--- src/ocpwm_pkg.sv ---
// Package with register map, field layout, mode codes and states of the compare channel.
package ocpwm_pkg;

  // Bus geometry.
  localparam int ADDR_W = 8;
  localparam int DATA_W = 32;
  localparam int CNT_W = 16;

  // Register byte offsets.
  localparam logic [7:0] OFS_CTRL = 8'h00;
  localparam logic [7:0] OFS_PRIMARY = 8'h04;
  localparam logic [7:0] OFS_SECONDARY = 8'h08;
  localparam logic [7:0] OFS_TMR_RUN = 8'h0c;
  localparam logic [7:0] OFS_PERIOD0 = 8'h10;
  localparam logic [7:0] OFS_PERIOD1 = 8'h14;
  localparam logic [7:0] OFS_COUNT0 = 8'h18;
  localparam logic [7:0] OFS_COUNT1 = 8'h1c;

  // Control register field positions.
  localparam int CTL_IDLE_BIT = 13;
  localparam int CTL_FAULT_BIT = 4;
  localparam int CTL_TSEL_BIT = 3;
  localparam int CTL_MODE_LSB = 0;
  localparam int CTL_MODE_MSB = 2;

  // Reset values.
  localparam logic [15:0] CMP_RST = 16'h0000;
  localparam logic [15:0] PERIOD_RST = 16'hffff;
  localparam logic [2:0] MODE_RST = 3'h0;

  // Mode codes of the mode field.
  localparam logic [2:0] MODE_OFF = 3'h0;
  localparam logic [2:0] MODE_RISE = 3'h1;
  localparam logic [2:0] MODE_FALL = 3'h2;
  localparam logic [2:0] MODE_TOGGLE = 3'h3;
  localparam logic [2:0] MODE_SINGLE = 3'h4;
  localparam logic [2:0] MODE_CONT = 3'h5;
  localparam logic [2:0] MODE_PWM = 3'h6;
  localparam logic [2:0] MODE_PWM_FLT = 3'h7;

  // Highest channel number served by the first fault input.
  localparam int FAULT_A_LAST_CH = 4;

  // Progress of a single or continuous pulse.
  typedef enum logic [1:0] {
    PS_IDLE,
    PS_WAIT_RISE,
    PS_WAIT_FALL,
    PS_DONE
  } ocpwm_pulse_state_t;

endpackage : ocpwm_pkg

--- src/ocpwm_channel.sv ---
// Output compare and PWM channel with two timebases and an APB register slave.
//
// Contract
// - Continuous pulses start low, pulse every period.
// - Pulse modes: primary match drives output high.
// - Pulse modes: secondary match drives output low.
// - Continuous mode flags interrupt on secondary match.
// - Period match wraps timebase count to zero.
// - Primary register read-only in PWM modes.
// - Secondary copied to duty on period match.
// - Primary value sets first PWM period duty.
// - Period setting N gives N+1 counts.
// - Zero duty keeps output low.
// - Duty above period keeps output high.
// - Duty equal period: low one count.
// - Code 111 PWM with fault, 110 without.
// - Code 011 toggles output on match.
// - Code 010 starts high, match forces low.
// - Code 001 starts low, match forces high.
// - Code 000 disables the channel.
// - Fault status bit 4 hardware set/cleared.
// - Select bit 3 picks second timer.
// - Idle halt bit 13 stops channel in idle.
// - Fault A serves channels 1-4, B 5-8.
// - Single pulse ends low, no further pulses.
`timescale 1ns/1ns
module ocpwm_channel #(
  parameter int CHANNEL_NUM = 1
) (
  // Clock and reset.
  input wire logic pclk,
  input wire logic presetn,
  // APB slave.
  input wire logic [ocpwm_pkg::ADDR_W-1:0] paddr,
  input wire logic psel,
  input wire logic penable,
  input wire logic pwrite,
  input wire logic [ocpwm_pkg::DATA_W-1:0] pwdata,
  output logic [ocpwm_pkg::DATA_W-1:0] prdata,
  output logic pready,
  output logic pslverr,
  // System status and shared fault inputs, active high.
  input wire logic cpu_idle,
  input wire logic fault_input_a,
  input wire logic fault_input_b,
  // Channel outputs.
  output logic compare_out_pin,
  output logic compare_irq_flag
);
  import ocpwm_pkg::*;

  // Control register fields.
  logic idle_halt_sel_q; // Halt while the CPU idles.
  logic timebase_select_q; // Set picks the second timebase.
  logic [2:0] compare_mode_sel_q; // Current mode code.
  logic pwm_fault_status_q; // Fault seen in fault-enabled PWM.
  // Compare values and timebases.
  logic [CNT_W-1:0] compare_primary_q; // Compare value, or active duty in PWM.
  logic [CNT_W-1:0] compare_secondary_q; // Trailing edge, or buffered duty in PWM.
  logic [1:0] timer_run_q; // Run bits of both timebases.
  logic [CNT_W-1:0] timebase_period_q [2]; // Period of each timebase.
  logic [CNT_W-1:0] timebase_count_q [2]; // Count of each timebase.
  logic [1:0] period_hit; // Running timebase at its period.
  // Channel state.
  ocpwm_pulse_state_t pulse_q; // Pulse progress.
  logic out_q; // Registered pin level.
  logic irq_q; // One-cycle interrupt request.
  logic [DATA_W-1:0] prdata_q; // Read data captured in the setup phase.
  logic err_q; // Unmapped address seen in the setup phase.

  // Bus decode: registers answer in the first access cycle, no wait states.
  logic setup_ph;
  logic wr_en;
  logic ctrl_wr;
  logic mapped;
  logic [2:0] new_mode;
  assign setup_ph = psel && !penable;
  assign wr_en = psel && penable && pwrite && !err_q;
  assign ctrl_wr = wr_en && (paddr == OFS_CTRL);
  assign new_mode = pwdata[CTL_MODE_MSB:CTL_MODE_LSB];
  assign pready = penable;
  assign pslverr = psel && penable && err_q;
  assign prdata = prdata_q;

  // Address decode of the whole map.
  always_comb begin
    unique case (paddr)
      OFS_CTRL, OFS_PRIMARY, OFS_SECONDARY, OFS_TMR_RUN: mapped = 1'b1;
      OFS_PERIOD0, OFS_PERIOD1, OFS_COUNT0, OFS_COUNT1: mapped = 1'b1;
      default: mapped = 1'b0;
    endcase
  end

  // Mode groups and the selected timebase.
  logic is_pwm;
  logic is_pulse;
  logic halted;
  logic sel_tick;
  logic sel_wrap;
  logic [CNT_W-1:0] sel_count;
  logic [CNT_W-1:0] sel_period;
  logic match_pri;
  logic match_sec;
  logic fault_pin;
  logic fault_evt;
  assign is_pwm = (compare_mode_sel_q == MODE_PWM) || (compare_mode_sel_q == MODE_PWM_FLT);
  assign is_pulse = (compare_mode_sel_q == MODE_SINGLE) || (compare_mode_sel_q == MODE_CONT);
  assign halted = idle_halt_sel_q && cpu_idle;
  assign sel_count = timebase_count_q[timebase_select_q];
  assign sel_period = timebase_period_q[timebase_select_q];
  assign sel_tick = timer_run_q[timebase_select_q] && !halted;
  assign sel_wrap = period_hit[timebase_select_q] && !halted;
  // Each count value is present for exactly one running cycle, so a match fires once.
  assign match_pri = sel_tick && (sel_count == compare_primary_q);
  assign match_sec = sel_tick && (sel_count == compare_secondary_q);
  // Low channels follow the first fault input, high channels the second.
  assign fault_pin = (CHANNEL_NUM <= FAULT_A_LAST_CH) ? fault_input_a : fault_input_b;
  assign fault_evt = (compare_mode_sel_q == MODE_PWM_FLT) && fault_pin && !halted;

  // Setup-phase capture of read data and of the error answer.
  always_ff @(posedge pclk or negedge presetn) begin
    if (!presetn) begin
      prdata_q <= 32'h0000_0000;
      err_q <= 1'b0;
    end else if (setup_ph) begin
      err_q <= !mapped;
      prdata_q <= 32'h0000_0000;
      unique case (paddr)
        OFS_CTRL: begin
          prdata_q[CTL_IDLE_BIT] <= idle_halt_sel_q;
          prdata_q[CTL_FAULT_BIT] <= pwm_fault_status_q;
          prdata_q[CTL_TSEL_BIT] <= timebase_select_q;
          prdata_q[CTL_MODE_MSB:CTL_MODE_LSB] <= compare_mode_sel_q;
        end
        OFS_PRIMARY: prdata_q[CNT_W-1:0] <= compare_primary_q;
        OFS_SECONDARY: prdata_q[CNT_W-1:0] <= compare_secondary_q;
        OFS_TMR_RUN: prdata_q[1:0] <= timer_run_q;
        OFS_PERIOD0: prdata_q[CNT_W-1:0] <= timebase_period_q[0];
        OFS_PERIOD1: prdata_q[CNT_W-1:0] <= timebase_period_q[1];
        OFS_COUNT0: prdata_q[CNT_W-1:0] <= timebase_count_q[0];
        OFS_COUNT1: prdata_q[CNT_W-1:0] <= timebase_count_q[1];
        default: prdata_q <= 32'h0000_0000;
      endcase
    end
  end

  // Writable control fields; writing the control word also restarts the mode.
  always_ff @(posedge pclk or negedge presetn) begin
    if (!presetn) begin
      idle_halt_sel_q <= 1'b0;
      timebase_select_q <= 1'b0;
      compare_mode_sel_q <= MODE_RST;
    end else if (ctrl_wr) begin
      idle_halt_sel_q <= pwdata[CTL_IDLE_BIT];
      timebase_select_q <= pwdata[CTL_TSEL_BIT];
      compare_mode_sel_q <= new_mode;
    end
  end

  // Fault status: software cannot write it. It is set by a fault and cleared by
  // hardware once the channel is in any mode other than fault-enabled PWM; the set
  // wins a tie. A mode write that lands while the fault pin is still active sets the
  // bit once more, so the clear also follows the current mode on the next edge;
  // otherwise the control word would keep reporting a stale fault in the fault-free PWM mode.
  always_ff @(posedge pclk or negedge presetn) begin
    if (!presetn) begin
      pwm_fault_status_q <= 1'b0;
    end else if (fault_evt) begin
      pwm_fault_status_q <= 1'b1;
    end else if ((ctrl_wr && (new_mode != MODE_PWM_FLT))
        || (compare_mode_sel_q != MODE_PWM_FLT)) begin
      pwm_fault_status_q <= 1'b0;
    end
  end

  // Timebases: run bits and periods written by software, counts free-running.
  always_ff @(posedge pclk or negedge presetn) begin
    if (!presetn) begin
      timer_run_q <= 2'h0;
    end else if (wr_en && (paddr == OFS_TMR_RUN)) begin
      timer_run_q <= pwdata[1:0];
    end
  end

  // One counter per timebase; the period match returns the count to zero.
  for (genvar t = 0; t < 2; t++) begin : g_tb
    assign period_hit[t] = timer_run_q[t] && (timebase_count_q[t] == timebase_period_q[t]);
    always_ff @(posedge pclk or negedge presetn) begin
      if (!presetn) begin
        timebase_period_q[t] <= PERIOD_RST;
        timebase_count_q[t] <= 16'h0000;
      end else begin
        if (wr_en && (paddr == ((t == 0) ? OFS_PERIOD0 : OFS_PERIOD1))) begin
          timebase_period_q[t] <= pwdata[CNT_W-1:0];
        end
        if (period_hit[t]) begin
          timebase_count_q[t] <= 16'h0000;
        end else if (timer_run_q[t]) begin
          timebase_count_q[t] <= timebase_count_q[t] + 16'h0001;
        end
      end
    end

  end

  // Secondary compare: always writable, it buffers the next duty in PWM.
  always_ff @(posedge pclk or negedge presetn) begin
    if (!presetn) begin
      compare_secondary_q <= CMP_RST;
    end else if (wr_en && (paddr == OFS_SECONDARY)) begin
      compare_secondary_q <= pwdata[CNT_W-1:0];
    end
  end

  // Primary compare: software owns it outside PWM; in PWM it is the active
  // duty and only the period match reloads it, which keeps the waveform glitchless.
  always_ff @(posedge pclk or negedge presetn) begin
    if (!presetn) begin
      compare_primary_q <= CMP_RST;
    end else if (is_pwm) begin
      if (sel_wrap) begin
        compare_primary_q <= compare_secondary_q;
      end
    end else if (wr_en && (paddr == OFS_PRIMARY)) begin
      compare_primary_q <= pwdata[CNT_W-1:0];
    end
  end

  // Pulse progress for the single and continuous pulse modes.
  always_ff @(posedge pclk or negedge presetn) begin
    if (!presetn) begin
      pulse_q <= PS_IDLE;
    end else if (ctrl_wr) begin
      // Any write of a pulse code arms a fresh sequence, even in the same mode.
      pulse_q <= ((new_mode == MODE_SINGLE) || (new_mode == MODE_CONT)) ? PS_WAIT_RISE : PS_IDLE;
    end else if (is_pulse) begin
      unique case (pulse_q)
        PS_WAIT_RISE: begin
          if (match_pri) begin
            pulse_q <= PS_WAIT_FALL;
          end
        end
        PS_WAIT_FALL: begin
          if (match_sec) begin
            pulse_q <= (compare_mode_sel_q == MODE_CONT) ? PS_WAIT_RISE : PS_DONE;
          end
        end
        PS_IDLE, PS_DONE: pulse_q <= pulse_q;
      endcase
    end
  end

  // Output pin level.
  always_ff @(posedge pclk or negedge presetn) begin
    if (!presetn) begin
      out_q <= 1'b0;
    end else if (ctrl_wr) begin
      // Entering a mode sets the initial level; only the fall-on-match mode starts high.
      out_q <= (new_mode == MODE_FALL);
    end else if (!halted) begin
      unique case (compare_mode_sel_q)
        MODE_OFF: out_q <= 1'b0;
        MODE_RISE: begin
          if (match_pri) begin
            out_q <= 1'b1;
          end
        end
        MODE_FALL: begin
          if (match_pri) begin
            out_q <= 1'b0;
          end
        end
        MODE_TOGGLE: begin
          if (match_pri) begin
            out_q <= !out_q;
          end
        end
        MODE_SINGLE, MODE_CONT: begin
          if ((pulse_q == PS_WAIT_FALL) && match_sec) begin
            out_q <= 1'b0;
          end else if ((pulse_q == PS_WAIT_RISE) && match_pri) begin
            out_q <= 1'b1;
          end else if (pulse_q == PS_DONE) begin
            out_q <= 1'b0;
          end
        end
        MODE_PWM, MODE_PWM_FLT: begin
          // High while count is below duty: zero gives 0%, above period gives 100%,
          // equal to period leaves exactly the last count low.
          // A latched fault only holds the pin in the fault-enabled mode.
          if (fault_evt || ((compare_mode_sel_q == MODE_PWM_FLT) && pwm_fault_status_q)) begin
            out_q <= 1'b0;
          end else begin
            out_q <= (sel_count < compare_primary_q);
          end
        end
      endcase
    end
  end

  // Interrupt request: end of each pulse, each simple compare match, a new fault.
  always_ff @(posedge pclk or negedge presetn) begin
    if (!presetn) begin
      irq_q <= 1'b0;
    end else begin
      irq_q <= (!ctrl_wr && is_pulse && (pulse_q == PS_WAIT_FALL) && match_sec)
        || (!ctrl_wr && !is_pwm && !is_pulse && (compare_mode_sel_q != MODE_OFF) && match_pri)
        || (fault_evt && !pwm_fault_status_q);
    end
  end

  assign compare_out_pin = out_q;
  assign compare_irq_flag = irq_q;
endmodule : ocpwm_channel

--- config.mk ---
export PLATFORM = sky130hd
export DESIGN_NAME = ocpwm_channel
export DESIGN_NICKNAME = d
export VERILOG_FILES = /design/src/ocpwm_pkg.sv /design/src/ocpwm_channel.sv
export SDC_FILE = /design/constraint.sdc
export NUM_CORES = 1
export LEC_CHECK = 0
export ABC_AREA = 1
export BUFFER_PORTS_ARGS = -buffer_cell sky130_fd_sc_hd__buf_4
export CORE_UTILIZATION = 44
export DETAILED_ROUTE_END_ITERATION = 12
export HOLD_SLACK_MARGIN = 0.1
export PLACE_DENSITY = 0.72
export SKIP_CTS_REPAIR_TIMING = 1
export SYNTH_ARGS = -nofsm -noshare
export SYNTH_HDL_FRONTEND = slang
export SYNTH_SLANG_ARGS = --single-unit
--- constraint.sdc ---
create_clock -name pclk -period 2.1 [get_ports pclk]
set_input_delay 0.315 -clock pclk [delete_from_list [all_inputs] [get_ports pclk]]
set_output_delay 0.315 -clock pclk [all_outputs]
set_load 0.03 [all_outputs]
==> impl_metrics.yaml <==
worst_setup_path:
  end_kind: "flip-flop"
  rr_worst_depth: 14
  required_ps: 2460
  arrival_ps: 2640
  cp_common_cell: "nand2_1"
  slowest_stage: "dfrtp_2"
  rrSetupSlack_ps: -180
  r2r-start: "timebase_select_q"
  critical_path_peak_fanout: 11
  crit_type: "flip-flop to flip-flop"
  rr_endpoint: "pulse_q[1]"
  path_cells: "inv_4 -> buf_4 -> nand2_1 -> nand2_1 -> inv_1 -> ha_1 -> nand4_1 -> nor2_1 -> nand3_1 -> a211oi_2 -> nand2_2 -> nand2_4 -> nand3_2 -> o21ai_2"
  critPathLaunchType: "flip-flop"
  slowest_delay_ps: 460
global_routing:
  grt_util_met2_pct: 48.7
  use_met3_pct: 5.89
  grt_pass1_wl_mm: 41.6
  grt_pass1_vias: 7363
  grt_max_degree: 47
  track_usage_pct: 30.8
  antenna_found_initial: 1
  grt_use_met1_pct: 39.8
  grt_busiest_layer: "met2"
  grt.overflow.total: 0
placed_design:
  hpwl_mm: 21.3
  dp_cells: 1411
  placed_area_um2: 9230
  portBuffers: 50
  pre_cts_ws_ps: -222
  gp_congestion: 1.04
cts:
  clkSlewWorstSetupHoldPaths_ps: 60
  clockRootBuffer: "clkbuf_16"
  tritoncts: "built"
  htreeDepth: 4
  insertion_delay_ps: 440
  cts_buffer_depth: 2
  clkSinkCount: 125
  cts_buffers: 17
timing:
  rsz0062_at_grt: "true"
  timing.final.crit_period_ps: 2280
  holdWs_ps: 154
  max_freq_mhz: 439
  setup_slack_ps: -175
  clock_skew_ps: 14.9
  period_share_pct: 108
  setup-violations-final: 3
  slew_viol_final: 0
  worstMarginPinSlew_ps: 563
  timing.final.hold_violations: 0
  relSlewSlack_pct: 62.1
die:
  die_x_um: 137
  core_area_um2: 17500
  row_count: 48
  dieArea_um2: 18700
  fp.dieH_um: 137
  ios: 84
  start_util_pct: 45.7
power_and_ir_drop:
  p_leak_nw: 4.85
  powerDensity_nw_per_um2: 611
  ir_worst_vdd_uv: 667
  total_power_mw: 6.05
synthesis:
  ys.flop_type: "dfrtp_1"
  synth_seq_cells: 125
  synth_cells: 1073
  yosysWarnings: 0
  ys_types: 54
  ys_seq_area_share_pct: 39.6
  synth_area_per_cell_um2: 7.46
  syn-cell-area_um2: 8010
  synthArstFlopShare_pct: 100
  synth_edf_count: 0
final_layout:
  layout-drive-gt1-share_pct: 24.7
  instances_no_fill: 1446
  final_cell_area_um2: 9890
  final_cell_mix: "nand2_1, inv_1, buf_4"
  n_antenna_cell: 0
  final_net_count: 1277
  area_growth_pct: 23.5
  final_common_cell: "nand2_1"
route:
  drt-initial-drc-count: 695
  dr.pass1.iters: 5
  vias: 7959
  ant_nets: 0
  drt_wl_total_mm: 27.3
  drcViolationCount: 0
  wire_per_inst_um: 18.9
  viasPerCell: 5.50
outcome:
  violations: "negative setup slack"
  outcome: "finished with violations"
hold_path:
  hold_path.class: "primary input to flip-flop"
  min_to: "timebase_period_q[4]"
  hold_start: "pwdata[4]"
  min_delay_path_depth: 3
flow_run:
  drv_cap: 0
## cell type report
| cell class | instances | area, µm² |
|---|---|---|
| Clock buffer | 20 | 467 |
| Clock inverter | 12 | 135 |
| Fill cell | 1635 | 7640 |
| Inverter | 156 | 588 |
| Multi-Input combinational cell | 757 | 3990 |
| Sequential cell | 125 | 3170 |
| Tap cell | 225 | 282 |
| Timing Repair Buffer | 151 | 1270 |
## report_power, final
group,switching (mW),internal (mW),total (mW)
sequential,0.0281,2.46,2.49
clock,1.19,1.85,3.04
combinational,0.346,0.175,0.521
total,1.57,4.48,6.05
## through the flow
stage	utilization [%]	TNS, ps
after floorplan	-	0
after global placement	52.6	-544
after detailed placement	52.6	-663
after CTS	56.1	-725
after global routing	56.4	-1170
final	56.4	-486
## worst max-delay path by stage
stage                 startpoint               to
2_1_floorplan  timebase_select_q       pulse_q[0]
3_3_place_gp   timebase_select_q       pulse_q[0]
3_5_place_dp   timebase_select_q       pulse_q[1]
4_1_cts        timebase_select_q       pulse_q[1]
5_1_grt        timebase_select_q  compare_out_pin
6_report       timebase_select_q       pulse_q[1]
## critical path, delay by kind of cell, from the launching register on
family | cells | cell delay, ps
adders and majority gates | 1 | 280
and+or+nand+nor | 8 | 790
DFF | 1 | 460
buffers and inverters | 3 | 380
AOI/OAI and AO/OA | 2 | 290
## sequential cells by signal, summed over array words and instances (netlist names)
register,count
prdata,16
timebase_select_q,1
pulse_q,2
compare_irq_flag,1
timer_run_q,2
compare_secondary_q,16
timebase_count_q,32
compare_out_pin,1
compare_primary_q,16
pwm_fault_status_q,1
idle_halt_sel_q,1
compare_mode_sel_q,3
timebase_period_q,32
err_q,1
## per-layer routing
metal / share of wire (%) / vias to the layer above
met5: 0 / -
met4: 5.0 / 0
met3: 8.0 / 75
met2: 45 / 417
met1: 42 / 3695
li1: - / 3772
## Yosys cell counts (3+ instances only)
cell type	instances	area (µm²)
nor4_1	5	31.3
o21ai_2	16	140
o21ai_0	92	460
dfstp_2	32	841
o31ai_1	3	22.5
inv_1	144	541
or2_2	4	25.0
nand2_1	257	965
nor3_1	13	65.1
nor2_2	3	18.8
nor3_2	7	70.1
a211oi_1	6	45.0
nor2_1	73	274
clkbuf_1	12	45.0
nand4_1	19	119
a221oi_1	10	87.6
buf_2	13	65.1
o21ai_1	23	115
nand3b_1	5	37.5
nand2_2	27	169
o22ai_1	21	131
xor2_1	11	96.3
nand3_1	58	290
buf_4	18	135
nand2_4	3	33.8
inv_2	9	33.8
xnor2_1	3	26.3
ha_1	21	263
nand3_2	5	50.1
a21oi_1	36	180
dfrtp_1	93	2330
buf_6	4	45.0
## kinds of logic (layout without fill, tap and decap cells)
logic type	after synthesis	after routing	synth area share (%)
AOI/OAI and AO/OA	219	219	16.1
buffers and inverters	206	339	11.6
adders and majority gates	21	21	3.28
xor gates and xnor gates	14	14	1.53
other	1	16	0.0468
and+or+nand+nor	487	487	27.9
DFF	125	125	39.6
(Power assumes the default switching activity.)
